==> src/hw/dol_pkg.sv <==
// shared constants and types for the device out-of-band link bring-up block
package dol_pkg;
  localparam int CLK_PS = 10000;
  localparam int BURST_PS = 106700;
  localparam int WAKE_GAP_PS = 106700;
  localparam int INIT_GAP_PS = 320000;
  localparam int IDLE_MAX_PS = 175000 + 53300;
  localparam int HOST_D102_NS = 533;
  localparam int OOB_BURSTS = 6;
  localparam int DWORD_NUM_NS = 80;
  localparam int DWORD_DEN = 3;
  localparam int CLK_NS = CLK_PS / 1000;

  function automatic int dol_cyc_up(input int ps);
    int c;
    c = (ps + CLK_PS - 1) / CLK_PS;
    return (c < 1) ? 1 : c;
  endfunction : dol_cyc_up

  localparam int BURST_CYC = dol_cyc_up(BURST_PS);
  localparam int WAKE_GAP_CYC = dol_cyc_up(WAKE_GAP_PS);
  localparam int INIT_GAP_CYC = dol_cyc_up(INIT_GAP_PS);
  localparam int IDLE_MAX_CYC = IDLE_MAX_PS / CLK_PS;
  localparam int DWORD_STEP = CLK_NS * DWORD_DEN;
  localparam int GUARD_DWORDS = (HOST_D102_NS * DWORD_DEN + DWORD_NUM_NS - 1) / DWORD_NUM_NS;

  localparam logic [3:0] CTRL_OFS = 4'h0;
  localparam logic [3:0] STATUS_OFS = 4'h4;
  localparam int CTRL_CAL_BIT = 0;
  localparam int CTRL_INIT_BIT = 1;
  localparam logic CAL_EN_RESET = 1'h1;

  typedef enum logic [3:0] {
    ST_RESET = 4'h0,
    ST_COMINIT = 4'h1,
    ST_AWAIT_WAKE = 4'h3,
    ST_AWAIT_NOWAKE = 4'h2,
    ST_CALIB = 4'h6,
    ST_COMWAKE = 4'h7,
    ST_SEND_ALIGN = 4'h5,
    ST_READY = 4'h4,
    ST_REDUCE = 4'hC,
    ST_ERROR = 4'hD,
    ST_PARTIAL = 4'hF,
    ST_SLUMBER = 4'hE
  } dol_state_type;

  typedef enum logic [1:0] {
    TX_QUIET = 2'h0,
    TX_D102 = 2'h1,
    TX_ALIGN = 2'h2,
    TX_DATA = 2'h3
  } dol_tx_type;

  typedef enum logic {
    OOB_INIT = 1'h0,
    OOB_WAKE = 1'h1
  } dol_oob_type;
endpackage : dol_pkg

==> src/hw/dol_burst_if.sv <==
// carrier between the bring-up state machine and its burst sequencer
`timescale 1ns/1ns
interface dol_burst_if;
  logic start;
  logic abort;
  dol_pkg::dol_oob_type kind;
  logic done;
  logic burst;
  modport ctl (output start, output abort, output kind, input done, input burst);
  modport gen (input start, input abort, input kind, output done, output burst);
endinterface : dol_burst_if

==> src/hw/dol_burst_gen.sv <==
// out-of-band burst sequencer for the init and wake patterns
`timescale 1ns/1ns
module dol_burst_gen #(
  parameter int COMINIT_MULT = 1
)(
  input wire logic core_clk,
  input wire logic reset,
  dol_burst_if.gen bus
);
  localparam logic [7:0] INIT_TOTAL = 8'(dol_pkg::OOB_BURSTS * COMINIT_MULT);
  localparam logic [7:0] WAKE_TOTAL = 8'(dol_pkg::OOB_BURSTS);
  localparam logic [8:0] ON_LAST = 9'(dol_pkg::BURST_CYC - 1);

  logic active;
  logic isWake;
  logic [7:0] bursts;
  logic [8:0] phaseCnt;
  logic [8:0] gapCnt;
  wire logic [7:0] total = isWake ? WAKE_TOTAL : INIT_TOTAL;
  wire logic [8:0] gapLast = isWake ? 9'(dol_pkg::WAKE_GAP_CYC - 1)
                                    : 9'(dol_pkg::INIT_GAP_CYC - 1);
  wire logic phaseEnd = bus.burst ? (phaseCnt == ON_LAST) : (phaseCnt == gapLast);
  wire logic lastGap = !bus.burst && phaseEnd && (bursts == total);

  always_ff @(posedge core_clk) begin
    if (reset || bus.abort) begin
      active <= 1'b0;
      bus.burst <= 1'b0;
      bus.done <= 1'b0;
      bursts <= 8'h00;
      phaseCnt <= 9'h000;
      isWake <= 1'b0;
    end else if (bus.start) begin
      active <= 1'b1;
      isWake <= (bus.kind == dol_pkg::OOB_WAKE);
      bus.burst <= 1'b1;
      bus.done <= 1'b0;
      bursts <= 8'h01;
      phaseCnt <= 9'h000;
    end else begin
      bus.done <= active && lastGap;
      if (active) begin
        phaseCnt <= phaseEnd ? 9'h000 : phaseCnt + 9'h001;
        if (lastGap) begin
          active <= 1'b0;
        end else if (phaseEnd) begin
          bus.burst <= !bus.burst;
          if (!bus.burst) begin
            bursts <= bursts + 8'h01;
          end
        end
      end
    end
  end

  // idle spacing watcher, only read by assertions
  always_ff @(posedge core_clk) begin
    if (reset || bus.burst || !active) begin
      gapCnt <= 9'h000;
    end else begin
      gapCnt <= gapCnt + 9'h001;
    end
  end
endmodule : dol_burst_gen

==> src/hw/dol_oob_init_fsm.sv <==
// device-side out-of-band bring-up, speed negotiation and power state machine
`timescale 1ns/1ns
module dol_oob_init_fsm #(
  parameter int NUM_SPEEDS = 2,
  parameter int ALIGN_DWORDS = 2048,
  parameter int EXTRA_DWORDS = 0,
  parameter int COMINIT_MULT = 1
)(
  input wire logic core_clk,
  input wire logic reset,
  input wire logic [3:0] avs_address,
  input wire logic avs_read,
  input wire logic avs_write,
  input wire logic [31:0] avs_writedata,
  output logic [31:0] avs_readdata,
  output logic avs_waitrequest,
  input wire logic comResetDetected,
  input wire logic comWakeDetected,
  input wire logic alignDetected,
  input wire logic rxLocked,
  input wire logic pllLocked,
  input wire logic calDone,
  input wire logic speedChangeDone,
  input wire logic partialRequest,
  input wire logic slumberRequest,
  output logic oobBurst,
  output dol_pkg::dol_tx_type txSel,
  output logic [1:0] txSpeed,
  output logic calibrate,
  output logic linkUpIndication,
  output logic partialMode,
  output logic slumberMode
);
  localparam logic [12:0] ALIGN_LIMIT = 13'(ALIGN_DWORDS + EXTRA_DWORDS);
  localparam logic [12:0] GUARD = 13'(dol_pkg::GUARD_DWORDS);
  localparam logic [1:0] FASTEST = 2'(NUM_SPEEDS - 1);
  localparam logic [6:0] DWORD_WRAP = 7'(dol_pkg::DWORD_NUM_NS);
  localparam logic [6:0] DWORD_STEP = 7'(dol_pkg::DWORD_STEP);

  dol_pkg::dol_state_type state;
  dol_pkg::dol_state_type next_state;
  dol_burst_if burst ();

  logic calEnable;
  logic resuming;
  logic resumeFail;
  logic partialRec;
  logic slumberRec;
  logic [6:0] dwordAcc;
  logic [12:0] alignCnt;
  logic startPulse;
  logic oobKind;

  // register bus decode
  wire logic busReq = avs_read || avs_write;
  wire logic ctrlHit = avs_address == dol_pkg::CTRL_OFS;
  wire logic statusHit = avs_address == dol_pkg::STATUS_OFS;
  wire logic writeTaken = avs_write && !avs_waitrequest;
  wire logic ctrlWrite = writeTaken && ctrlHit;
  wire logic initReq = ctrlWrite && avs_writedata[dol_pkg::CTRL_INIT_BIT];
  wire logic [31:0] ctrlWord = {30'h0, 1'b0, calEnable};
  wire logic [31:0] statusWord = {
    20'h0, resumeFail, slumberRec, partialRec, resuming,
    linkUpIndication, 1'b0, txSpeed, state
  };
  wire logic [31:0] readMux = ctrlHit ? ctrlWord : (statusHit ? statusWord : 32'h0);

  // link condition decode
  wire logic dwordTick = (dwordAcc + DWORD_STEP) >= DWORD_WRAP;
  wire logic timeout = alignCnt >= ALIGN_LIMIT;
  wire logic guardOver = alignCnt >= GUARD;
  wire logic hostAlign = alignDetected && rxLocked && guardOver;
  wire logic atLowest = txSpeed == 2'h0;
  wire logic wakeDone = burst.done;
  wire logic enterWake = next_state == dol_pkg::ST_COMWAKE && state != dol_pkg::ST_COMWAKE;
  wire logic enterInit = next_state == dol_pkg::ST_COMINIT && state != dol_pkg::ST_COMINIT;
  wire logic enterAlign = next_state == dol_pkg::ST_SEND_ALIGN
                          && state == dol_pkg::ST_COMWAKE;
  wire logic enterReduce = next_state == dol_pkg::ST_REDUCE && state != dol_pkg::ST_REDUCE;
  wire logic enterPower = next_state == dol_pkg::ST_PARTIAL || next_state == dol_pkg::ST_SLUMBER;
  wire logic inReady = next_state == dol_pkg::ST_READY;
  wire logic nextLinkUp = inReady && rxLocked && pllLocked;

  always_comb begin
    next_state = state;
    case (state)
      dol_pkg::ST_RESET: begin
        next_state = dol_pkg::ST_COMINIT;
      end
      dol_pkg::ST_COMINIT: begin
        if (burst.done) begin
          next_state = dol_pkg::ST_AWAIT_WAKE;
        end
      end
      dol_pkg::ST_AWAIT_WAKE: begin
        if (comWakeDetected) begin
          next_state = dol_pkg::ST_AWAIT_NOWAKE;
        end
      end
      dol_pkg::ST_AWAIT_NOWAKE: begin
        if (!comWakeDetected) begin
          if (resuming || !calEnable) begin
            next_state = dol_pkg::ST_COMWAKE;
          end else begin
            next_state = dol_pkg::ST_CALIB;
          end
        end
      end
      dol_pkg::ST_CALIB: begin
        if (calDone) begin
          next_state = dol_pkg::ST_COMWAKE;
        end
      end
      dol_pkg::ST_COMWAKE: begin
        if (wakeDone) begin
          next_state = dol_pkg::ST_SEND_ALIGN;
        end
      end
      dol_pkg::ST_SEND_ALIGN: begin
        if (hostAlign) begin
          next_state = dol_pkg::ST_READY;
        end else if (timeout) begin
          if (resuming || atLowest) begin
            next_state = dol_pkg::ST_ERROR;
          end else begin
            next_state = dol_pkg::ST_REDUCE;
          end
        end
      end
      dol_pkg::ST_REDUCE: begin
        if (speedChangeDone) begin
          next_state = dol_pkg::ST_SEND_ALIGN;
        end
      end
      dol_pkg::ST_ERROR: begin
        if (resumeFail) begin
          next_state = dol_pkg::ST_COMWAKE;
        end
      end
      dol_pkg::ST_READY: begin
        if (partialRequest) begin
          next_state = dol_pkg::ST_PARTIAL;
        end else if (slumberRequest) begin
          next_state = dol_pkg::ST_SLUMBER;
        end
      end
      dol_pkg::ST_PARTIAL: begin
        if (!partialRequest) begin
          next_state = comWakeDetected ? dol_pkg::ST_AWAIT_NOWAKE
                                       : dol_pkg::ST_COMWAKE;
        end
      end
      dol_pkg::ST_SLUMBER: begin
        if (!slumberRequest) begin
          next_state = comWakeDetected ? dol_pkg::ST_AWAIT_NOWAKE
                                       : dol_pkg::ST_COMWAKE;
        end
      end
      default: begin
        next_state = dol_pkg::ST_RESET;
      end
    endcase
    if (initReq && state != dol_pkg::ST_RESET) begin
      next_state = dol_pkg::ST_COMINIT;
    end
    if (comResetDetected) begin
      next_state = dol_pkg::ST_RESET;
    end
  end

  always_ff @(posedge core_clk) begin
    if (reset) begin
      state <= dol_pkg::ST_RESET;
    end else begin
      state <= next_state;
    end
  end

  // gen1 dword time is 80/3 ns, so a fractional accumulator keeps it exact
  always_ff @(posedge core_clk) begin
    if (reset) begin
      dwordAcc <= 7'h00;
    end else if (dwordTick) begin
      dwordAcc <= dwordAcc + DWORD_STEP - DWORD_WRAP;
    end else begin
      dwordAcc <= dwordAcc + DWORD_STEP;
    end
  end

  // leaving align (to reduce) clears, so each speed gets a full window
  always_ff @(posedge core_clk) begin
    if (reset || state != dol_pkg::ST_SEND_ALIGN) begin
      alignCnt <= 13'h0000;
    end else if (dwordTick && !timeout) begin
      alignCnt <= alignCnt + 13'h0001;
    end
  end

  // power state record and resume tracking
  always_ff @(posedge core_clk) begin
    if (reset || next_state == dol_pkg::ST_RESET || enterInit) begin
      resuming <= 1'b0;
      partialRec <= 1'b0;
      slumberRec <= 1'b0;
    end else if (enterPower) begin
      resuming <= 1'b1;
      partialRec <= next_state == dol_pkg::ST_PARTIAL;
      slumberRec <= next_state == dol_pkg::ST_SLUMBER;
    end else if (inReady) begin
      resuming <= 1'b0;
    end
  end

  always_ff @(posedge core_clk) begin
    if (reset || next_state == dol_pkg::ST_RESET || enterInit) begin
      resumeFail <= 1'b0;
    end else if (next_state == dol_pkg::ST_ERROR && state == dol_pkg::ST_SEND_ALIGN) begin
      resumeFail <= resuming;
    end
  end

  // speed: fastest on power-on attempts, one step down per reduction
  always_ff @(posedge core_clk) begin
    if (reset) begin
      txSpeed <= FASTEST;
    end else if (enterAlign && !resuming) begin
      txSpeed <= FASTEST;
    end else if (enterReduce && !resuming) begin
      txSpeed <= txSpeed - 2'h1;
    end
  end

  // burst sequencer handshake
  always_ff @(posedge core_clk) begin
    if (reset) begin
      startPulse <= 1'b0;
      oobKind <= 1'b0;
    end else begin
      startPulse <= enterInit || enterWake;
      oobKind <= enterWake;
    end
  end

  assign burst.start = startPulse;
  assign burst.kind = oobKind ? dol_pkg::OOB_WAKE : dol_pkg::OOB_INIT;
  assign burst.abort = state == dol_pkg::ST_RESET;
  assign oobBurst = burst.burst;

  dol_burst_gen #(
    .COMINIT_MULT(COMINIT_MULT)
  ) u_burst (
    .core_clk(core_clk),
    .reset(reset),
    .bus(burst)
  );

  // line drive and link outputs registered from next state
  always_ff @(posedge core_clk) begin
    if (reset) begin
      txSel <= dol_pkg::TX_QUIET;
      calibrate <= 1'b0;
      linkUpIndication <= 1'b0;
      partialMode <= 1'b0;
      slumberMode <= 1'b0;
    end else begin
      case (next_state)
        dol_pkg::ST_SEND_ALIGN: begin
          txSel <= pllLocked ? dol_pkg::TX_ALIGN : dol_pkg::TX_D102;
        end
        dol_pkg::ST_REDUCE: begin
          txSel <= dol_pkg::TX_D102;
        end
        dol_pkg::ST_READY: begin
          txSel <= dol_pkg::TX_DATA;
        end
        default: begin
          txSel <= dol_pkg::TX_QUIET;
        end
      endcase
      calibrate <= next_state == dol_pkg::ST_CALIB;
      linkUpIndication <= nextLinkUp;
      partialMode <= next_state == dol_pkg::ST_PARTIAL;
      slumberMode <= next_state == dol_pkg::ST_SLUMBER;
    end
  end

  // bus slave: one wait cycle, then answer; readdata loaded with the drop
  always_ff @(posedge core_clk) begin
    if (reset) begin
      avs_waitrequest <= 1'b1;
      avs_readdata <= 32'h0;
      calEnable <= dol_pkg::CAL_EN_RESET;
    end else begin
      avs_waitrequest <= !(busReq && avs_waitrequest);
      if (avs_read && avs_waitrequest) begin
        avs_readdata <= readMux;
      end
      if (ctrlWrite) begin
        calEnable <= avs_writedata[dol_pkg::CTRL_CAL_BIT];
      end
    end
  end
endmodule : dol_oob_init_fsm

==> config.mk <==
export PLATFORM = sky130hd
export DESIGN_NAME = dol_oob_init_fsm
export DESIGN_NICKNAME = d
export VERILOG_FILES = /design/src/hw/dol_pkg.sv /design/src/hw/dol_burst_if.sv /design/src/hw/dol_burst_gen.sv /design/src/hw/dol_oob_init_fsm.sv
export SDC_FILE = /design/constraint.sdc
export NUM_CORES = 1
export LEC_CHECK = 0
export BUFFER_PORTS_ARGS = -buffer_cell sky130_fd_sc_hd__clkbuf_2
export CORE_UTILIZATION = 40
export CTS_CLUSTER_DIAMETER = 30
export DETAILED_ROUTE_END_ITERATION = 10
export GPL_TIMING_DRIVEN = 0
export PLACE_DENSITY = 0.67
export SLEW_MARGIN = 30
export SYNTH_ARGS = -nofsm -noshare
export SYNTH_HDL_FRONTEND = slang
export SYNTH_SLANG_ARGS = --single-unit
==> constraint.sdc <==
create_clock -name core_clk -period 3.9 [get_ports core_clk]
set_input_delay 0.39 -clock core_clk [delete_from_list [all_inputs] [get_ports core_clk]]
set_output_delay 0.39 -clock core_clk [all_outputs]
set_load 0.05 [all_outputs]
==> results of run 1 <==
[flip-flops by register name, summed over array words and instances (netlist names), 2 cells and up]
name              count
dwordAcc              6
txSpeed               2
txSel                 2
u_burst.phaseCnt      9
alignCnt             13
avs_readdata         11
u_burst.bursts        8
state                 4
[synthesized netlist by cell type (2+ instances only)]
cell       n
buf_2      2
nor4b_1    2
nor4_1     2
inv_1     14
clkbuf_1  12
nor2_1    72
a21oi_1   19
xor2_1    20
buf_1      2
or3_1      4
nor3b_1    3
nand4_1   13
and4_1     3
dfxtp_1   71
nand2b_1   3
o32ai_1    3
o211ai_1   2
nor3_1    10
a22oi_1   10
mux2_2     2
buf_4     22
a31oi_1    3
nand3_1   12
xnor2_1   10
or2_2      3
a211oi_1   4
o22a_1     2
o21ai_0    7
and3_1     6
mux2i_1    5
ha_1       8
nand2_1   31
[cell type report]
class | instances | area [sq um] | share of cell area [%]
buffer | 38 | 228 | 5.61
clock buffer | 10 | 138 | 3.39
clock inverter | 6 | 60.1 | 1.48
inverter | 15 | 56.3 | 1.39
multi-input combinational | 305 | 1830 | 45.2
sequential | 71 | 1420 | 35.0
tap | 105 | 131 | 3.24
timing repair buffer | 38 | 190 | 4.69
[layout by cell type (no fill, tap or decap), types with 12 or more instances in the layout]
cell type,count
dfxtp_1,71
conb_1,21
clkbuf_1,12
nand2_1,31
nor2_1,72
a21oi_1,19
buf_4,22
xor2_1,20
nand3_1,12
nand4_1,13
clkbuf_2,38
inv_1,14
[power groups by stage]
stage / clock, mW / sequential [mW] / combinational [mW]
3_3_place_gp: 0 / 0.780 / 0.266
3_5_place_dp: 0 / 0.781 / 0.277
2_1_floorplan: 0 / 0.781 / 0.225
5_1_grt: 0.630 / 0.766 / 0.303
4_1_cts: 0.603 / 0.764 / 0.278
6_report: 0.587 / 0.764 / 0.275
[kinds of logic (layout without fill, tap and decap cells)]
group,count (synthesis),count (layout),share of synthesized area (%)
other,1,21,0.108
buffers and inverters,53,107,8.20
flip-flops,71,71,41.0
XOR/XNOR,31,31,8.05
AND/OR/NAND/NOR,174,174,24.6
AO/OA/AOI/OAI,64,64,13.0
multiplexers,7,7,2.09
adder cells (fa/ha/maj),8,8,2.89
[routing by layer]
| layer | vias up | GRT usage (%) | share of wire (%) |
|---|---|---|---|
| li1 | 1518 | - | - |
| met4 | 0 | 9.72 | 3.2 |
| met3 | 19 | 3.03 | 4.1 |
| met5 | - | 0 | 0 |
| met1 | 1355 | 20.2 | 46 |
| met2 | 72 | 27.0 | 47 |
[worst max-delay path by stage]
stage | endpoint | startpoint | slack, ps
after detailed placement | alignCnt[9] | dwordAcc[3] | 1300
after floorplan | alignCnt[9] | dwordAcc[3] | 1580
final | alignCnt[9] | dwordAcc[3] | 1310
after CTS | alignCnt[9] | dwordAcc[3] | 1270
after global routing | alignCnt[9] | dwordAcc[3] | 1110
after global placement | alignCnt[9] | dwordAcc[3] | 1340
[per-stage QoR]
| step | cells | total power, mW | hold WS [ps] | instance area [sq um] |
|---|---|---|---|---|
| global placement | 572 | 1.05 | 441 | 3860 |
| CTS | 588 | 1.64 | 264 | 4060 |
| floorplan | 429 | 1.01 | 435 | 3540 |
| detailed placement | 572 | 1.06 | 449 | 3860 |
| global route | 588 | 1.70 | 275 | 4060 |
| finish | 588 | 1.63 | 274 | 4060 |
==> metrics.cfg, run 1 <==
[placement]
place_hpwl_mm = 5.28
portBuffers = 38
place.gp.congestion = 0.875
dp_slack_ps = 1300

[worst_setup_path]
crit_arrival_ps = 2860
startpoint_type = flip-flop
path_class = reg -> reg
cp.required_ps = 4170
path_max_fanout = 6
end_kind = flip-flop
reg2reg_depth = 6
path_cells = o41ai_1 > xor2_1 > a2111oi_4 > nand4_4 > or3_1 > a21oi_1
reg2reg_slack_ps = 1310
worst-path-stages = 6
r2r-end = alignCnt[9]
cp_top_family = compound AO/OA/AOI/OAI gates
r2r-start = dwordAcc[3]
timing.critical_path.slowest_cell_delay_ps = 610
crit_buf_inv = 0
cp_slowest_cell = a2111oi_4

[power]
p_per_area_nw_per_um2 = 401
p_seq_share_pct = 47.0
switchingPower_mw = 0.474
peakVddDrop_v = 0.000161
netSwitchingFraction_pct = 29.1
internal_power_mw = 1.15
p_leak_nw = 1.63
clockPowerShare_pct = 36.1
power_frac_comb_pct = 16.9

[global_routing]
overflow = 0
grt_antenna_before_repair = 0
grt_pass1_wl_mm = 11.6
track_usage_pct = 16.5
first_global_vias = 2614
grt_max_degree = 13

[yosys]
yosysSeqAreaShare_pct = 41.0
ys_ff_latch = 71
ys_warn_count = 0
async_reset_ff_share_pct = 0
synth_edf_count = 0
syn-cell-area_sq_um = 3460
yosysTopAreaCell = dfxtp_1
synthDominantCellAreaShare_pct = 41.0
synth_cell_types = 59
synth_area_per_cell_sq_um = 8.47
yosys_most_used_dff = dfxtp_1
synth_area_leaders = dfxtp_1, nor2_1, xor2_1, buf_4, nand2_1
syn_inst = 409

[layout]
drive_above_1_share_pct = 18.6
finalCoreUtilization_pct = 48.9
nets = 535
insertedDiodeCount = 0
fill_cells = 816
area_growth_pct = 17.2

[timing]
setup_viol = 0
relSlewSlack_pct = 61.2
setup_ws_ps = 1310
rsz0062_at_grt = no
tightest_slew_ps = 574
hold_viol_final = 0
period_share_pct = 66.3
max_freq_mhz = 387
layout_min_cycle_time_ps = 2590
drv_slew = 0
clock_skew_ps = 7.41
fin_tns_setup_ps = 0

[clocking]
hold_buffers = 0
cts.sinks = 71
insertion_delay_ps = 350
cts_resized = 0
cts_setup_buffers = 0
path_clk_slew_ps = 70
cts_buffer_depth = 2
cts_buffers = 9
cts_tree = done
cts_htree_levels = 3
clockRootBuffer = clkbuf_8

[hold_path]
hold_start = avs_write
hold_depth = 2
min_path_type = in -> reg
whs_endpoint = avs_waitrequest

[detailed_routing]
wire_per_inst_um = 12.1
antenna_left = 0
drt-initial-drc-count = 109
routed_wl_mm = 7.13
via_count = 2964
firstDrtPassIters = 4
via_per_inst = 5.04
drc = 0

[floorplanning]
fp-row-count = 33
die_y_um = 95.1
ios = 91
initial_core_util_pct = 41.7
die_area_sq_um = 9040
coreArea_sq_um = 8300
chipWidth_um = 95.1

[flow_run]
max_cap_viol_count = 0

[status]
status = complete, no violations

Power figures use the tool's default switching activity.
==> run 2, diff against run 1 <==
ABC_AREA = 1   (was unset)
PLACE_DENSITY = 0.69   (was 0.67)
clock period = 2.2 ns   (was 3.9 ns; I/O delays follow)
==> run 2 against run 1 <==
Critical path type unchanged. Sequential power rose by 78%. Clock skew rose by 3.3 ps. Combinational power rose by 100%. Worst setup slack got worse by 1100 ps. Final cell count rose by 27%.
==> metrics.cfg, run 2 <==
[power]
p_seq_share_pct = 46.6
netSwitchingFraction_pct = 30.4
internal_power_mw = 2.02
power_frac_comb_pct = 19.2
peakVddDrop_v = 0.000278
p_leak_nw = 1.94
p_per_area_nw_per_um2 = 652
clockPowerShare_pct = 34.2
switchingPower_mw = 0.885

[worst_setup_path]
reg2reg_depth = 13
path_cells = inv_1 > ha_1 > nand2_1 > nor2_1 > xor2_1 > nand2_1 > nand2_1 > nor2_4 > inv_2 > nor2_1 > nand2_1 > nand2_1 > a21oi_1
path_max_fanout = 8
path_class = reg -> reg
crit_top_cell = nand2_1
reg2reg_slack_ps = 260
timing.critical_path.slowest_cell_delay_ps = 330
crit_arrival_ps = 2170
cp.required_ps = 2430
r2r-start = dwordAcc[1]
crit_path_start = dwordAcc[1]
worst-path-stages = 13
crit_buf_inv = 2
startpoint_type = flip-flop
cp_slowest_cell = dfxtp_1
end_kind = flip-flop
crit_end = alignCnt[9]
r2r-end = alignCnt[9]
cp_top_family = simple AND/OR/NAND/NOR gates

[clocking]
insertion_delay_ps = 360
cts_setup_buffers = 0
hold_buffers = 0
cts.sinks = 71
cts_buffer_depth = 2
cts_tree = done
cts_buffers = 9
cts_htree_levels = 3
cts_resized = 0
clockRootBuffer = clkbuf_8
path_clk_slew_ps = 80

[layout]
insertedDiodeCount = 0
nets = 672
final_cell_mix = nand2_1, inv_1, dfxtp_1
regMostFlops = alignCnt
final_common_cell = nand2_1
reg.largest.list = alignCnt x13, avs_readdata x11, u_burst.phaseCnt x9
largest_reg_flops = 13
layout.cells.non_filler = 748
drive_above_1_share_pct = 17.9
area_growth_pct = 16.4

[hold_path]
min_path_type = in -> reg

[yosys]
syn_inst = 544
yosysTopAreaCell = dfxtp_1
ys_ff_latch = 71
yosys_most_used_dff = dfxtp_1
synth_xor_area_share_pct = 2.25
yosysMostFrequentCell = nand2_1
async_reset_ff_share_pct = 0
synth_mux_area_share_pct = 0
synth_area_per_cell_sq_um = 7.04
yosysSeqAreaShare_pct = 37.1
ys_warn_count = 0
syn-cell-area_sq_um = 3830
synth_edf_count = 0
synth_cell_types = 48
synth_compound_area_share_pct = 13.6
synth_top_family_by_area = simple AND/OR/NAND/NOR gates
synthAdderAreaFrac_pct = 2.61
synth_area_leaders = dfxtp_1, nand2_1, inv_1, nor2_1, a21oi_1
synthDominantCellAreaShare_pct = 37.1
synthTopCellsByCount = nand2_1, inv_1, dfxtp_1, nor2_1, a21oi_1
yosys.area_share.simple_pct = 31.5

[global_routing]
first_global_vias = 3115
track_usage_pct = 17.3
overflow = 0
grt_antenna_before_repair = 0
grt_max_degree = 13
grt_pass1_wl_mm = 13.8

[timing]
drv_slew = 0
hold_viol_final = 0
max_freq_mhz = 516
period_share_pct = 88.2
fin_tns_setup_ps = 0
setup_viol = 0
rsz0062_at_grt = no
tightest_slew_ps = 669
layout_min_cycle_time_ps = 1940
clock_skew_ps = 10.7
relSlewSlack_pct = 54.9

[floorplanning]
die_y_um = 99.9
chipWidth_um = 99.9
ios = 91
initial_core_util_pct = 41.5
coreArea_sq_um = 9240
die_area_sq_um = 9970
fp-row-count = 35

[placement]
place.gp.congestion = 0.833
placed_cells = 731
portBuffers = 38
place_hpwl_mm = 6.30

[detailed_routing]
drt-initial-drc-count = 165
antenna_left = 0
via_count = 3509
routed_wl_mm = 8.13
firstDrtPassIters = 4
drc = 0
wire_per_inst_um = 10.9
via_per_inst = 4.69

[flow_run]
max_cap_viol_count = 0

[status]
status = complete, no violations

[run 2: power groups by stage]
stage          sequential, mW  clock, mW  combinational, mW
2_1_floorplan            1.44          0              0.365
3_3_place_gp             1.39          0              0.506
3_5_place_dp             1.39          0              0.517
4_1_cts                  1.36       1.02              0.518
5_1_grt                  1.36       1.08              0.605
6_report                 1.36      0.993              0.558
[run 2: routing by layer]
layer	vias up	wire length (um)	track usage, %
met5	-	0	0
met1	1551	4020	22.3
met2	88	3530	27.2
met4	0	150	9.16
li1	1857	-	-
met3	13	425	3.69
[run 2: kinds of logic after synthesis]
group / after synthesis
fa+ha+maj: 8
buf+inv: 106
xor+xnor: 9
simple gates: 258
compound gates: 91
flops: 71
other cells: 1
[run 2: worst min path at each step]
| stage | start | endpoint | slack, ps | depth (start not counted) |
|---|---|---|---|---|
| 6_report | avs_read | avs_waitrequest | 70 | 2 |
| 5_1_grt | avs_read | avs_waitrequest | 90 | 2 |
| 4_1_cts | avs_read | avs_waitrequest | 50 | 2 |
| 3_5_place_dp | dwordAcc[1] | dwordAcc[1] | 400 | 1 |
| 3_3_place_gp | dwordAcc[1] | dwordAcc[1] | 400 | 1 |
| 2_1_floorplan | avs_read | avs_waitrequest | 340 | 1 |
[run 2: metrics by stage]
stage	setup slack [ps]	power [mW]	utilization [%]	cell area, sq um	hold WS [ps]
after global routing	49.2	3.04	48.3	4460	91.8
after floorplan	368	1.80	-	3910	336
after global placement	313	1.89	46.1	4260	403
final	261	2.91	48.3	4460	70.9
after CTS	208	2.90	48.1	4440	54.5
after detailed placement	228	1.90	46.1	4260	404
[run 2: cell type report]
class | instances | area (sq um)
buffer | 29 | 206
clock buffer | 9 | 124
clock inverter | 6 | 62.6
fill | 932 | 4780
inverter | 77 | 289
multi-input combinational | 387 | 1990
sequential | 71 | 1420
tap | 129 | 161
timing repair buffer | 40 | 205
==> run 3, diff against run 2 <==
CTS_BUF_LIST = sky130_fd_sc_hd__clkbuf_4 sky130_fd_sc_hd__clkbuf_8   (was unset)
REMOVE_ABC_BUFFERS = 1   (was unset)
==> run 3 against run 2 <==
Clock skew up 0.52 ps. Final cell count down 4.0%. Critical path depth down 4. Global-route usage up 0.28 points. Utilization down 2.4 points. Critical path type unchanged. Critical endpoint is now txSpeed[1]. Highest routed layer unchanged.
==> metrics.cfg, run 3 (synthesis gave the netlist of run 2 again) <==
[timing]
max_freq_mhz = 513
layout_min_cycle_time_ps = 1950
relSlewSlack_pct = 58.2
hold_viol_final = 0
drv_slew = 0
tightest_slew_ps = 621
period_share_pct = 88.7
clock_skew_ps = 11.2
rsz0062_at_grt = no
setup_ws_ps = 250
fin_tns_setup_ps = 0
setup_viol = 0

[worst_setup_path]
cp.required_ps = 2440
cp_slowest_cell = dfxtp_1
path_class = reg -> reg
r2r-start = state[3]
crit_arrival_ps = 2190
cp_top_family = compound AO/OA/AOI/OAI gates
reg2reg_slack_ps = 250
reg2reg_depth = 9
r2r-end = txSpeed[1]
path_max_fanout = 12
timing.critical_path.slowest_cell_delay_ps = 480
crit_buf_inv = 0
end_kind = flip-flop
worst-path-stages = 9
startpoint_type = flip-flop
path_cells = nor2_2 > o211ai_1 > o211ai_1 > o21ai_4 > nand3_1 > nor2_4 > nand2_1 > nand2_1 > nor2_1

[layout]
final_common_cell = nand2_1
largest_reg_flops = 13
area_growth_pct = 10.5
reg.largest.list = alignCnt x13, avs_readdata x11, u_burst.phaseCnt x9
nets = 642
drive_above_1_share_pct = 15.1
insertedDiodeCount = 0
final_cell_mix = nand2_1, inv_1, nor2_1, dfxtp_1, a21oi_1
regMostFlops = alignCnt

[clocking]
cts_setup_buffers = 0
path_clk_slew_ps = 70
clockRootBuffer = clkbuf_8
cts_tree = done
cts.sinks = 71
cts_buffer_depth = 2
insertion_delay_ps = 350
cts_htree_levels = 3
cts_buffers = 9

[placement]
place_hpwl_mm = 6.15
dp_slack_ps = 27.9
portBuffers = 39
place.gp.congestion = 0.848

[global_routing]
overflow = 0
track_usage_pct = 17.6
grt_max_degree = 23
grt_antenna_before_repair = 0
first_global_vias = 3103
grt_pass1_wl_mm = 13.8

[detailed_routing]
via_count = 3379
wire_per_inst_um = 11.3
drc = 0
antenna_left = 0
drt-initial-drc-count = 160
firstDrtPassIters = 4
routed_wl_mm = 8.11
via_per_inst = 4.71

[power]
p_per_area_nw_per_um2 = 647
switchingPower_mw = 0.850
internal_power_mw = 1.89
clockPowerShare_pct = 32.7
p_leak_nw = 1.79
peakVddDrop_v = 0.000251
netSwitchingFraction_pct = 31.0
p_seq_share_pct = 49.7
power_frac_comb_pct = 17.6

[floorplanning]
die_y_um = 99.9
coreArea_sq_um = 9240
initial_core_util_pct = 41.5
die_area_sq_um = 9970
fp-row-count = 35
ios = 91
chipWidth_um = 99.9

[flow_run]
max_cap_viol_count = 0

[hold_path]
whs_endpoint = avs_waitrequest
min_path_type = in -> reg
hold_start = avs_read
hold_depth = 2

[status]
status = complete, no violations

## run 3: worst register-to-register path, cell delays in order, from the launching register on
cell      delay, ps
dfxtp_1         480
nor2_2          120
o211ai_1        160
o211ai_1        190
o21ai_4         350
nand3_1         210
nor2_4          150
nand2_1          60
nand2_1          80
nor2_1           60
## run 3: worst max-delay path by stage
stage	start	to
floorplan	txSpeed[0]	txSpeed[0]
global placement	reset	u_burst.phaseCnt[1]
detailed placement	reset	u_burst.phaseCnt[1]
CTS	state[1]	txSpeed[1]
global route	state[3]	txSpeed[0]
finish	state[3]	txSpeed[1]
## run 3: layer usage
layer / share of wire (%) / vias up / track usage [%] / wire length, um
met3: 5.1 / 9 / 4.81 / 413
met4: 1.1 / 0 / 6.45 / 93
li1: - / 1793 / - / -
met5: 0 / - / 0 / 0
met2: 46 / 73 / 28.6 / 3740
met1: 48 / 1504 / 22.2 / 3870
## run 3: cell type report
cell class,count,area [sq um]
Clock inverter,4,22.5
Tap cell,129,161
Clock buffer,11,145
Inverter,77,289
Fill cell,936,5000
Multi-Input combinational cell,387,2000
Sequential cell,71,1430
Timing Repair Buffer,39,195
## run 3: power by group through the flow
stage	Sequential, mW	Clock (mW)	Combinational, mW
2_1_floorplan	1.44	0	0.324
3_3_place_gp	1.39	0	0.463
3_5_place_dp	1.39	0	0.482
4_1_cts	1.36	0.924	0.483
5_1_grt	1.37	0.992	0.529
6_report	1.36	0.898	0.482
## run 3: repair_timing
action,4_1_cts,5_1_grt
hold buffers,0,0
gates resized for setup,0,4
setup endpoints to repair,0,8
## run 3: through the flow
step                total power [mW]  util (%)  std cells  cell area, sq um  hold slack [ps]
floorplan                       1.76         -        535              3700              287
global placement                1.85      43.9        703              4060              401
detailed placement              1.87      43.9        703              4060              404
CTS                             2.77      45.7        718              4220             83.1
global route                    2.89      45.8        718              4240             88.3
finish                          2.74      45.8        718              4240             83.4
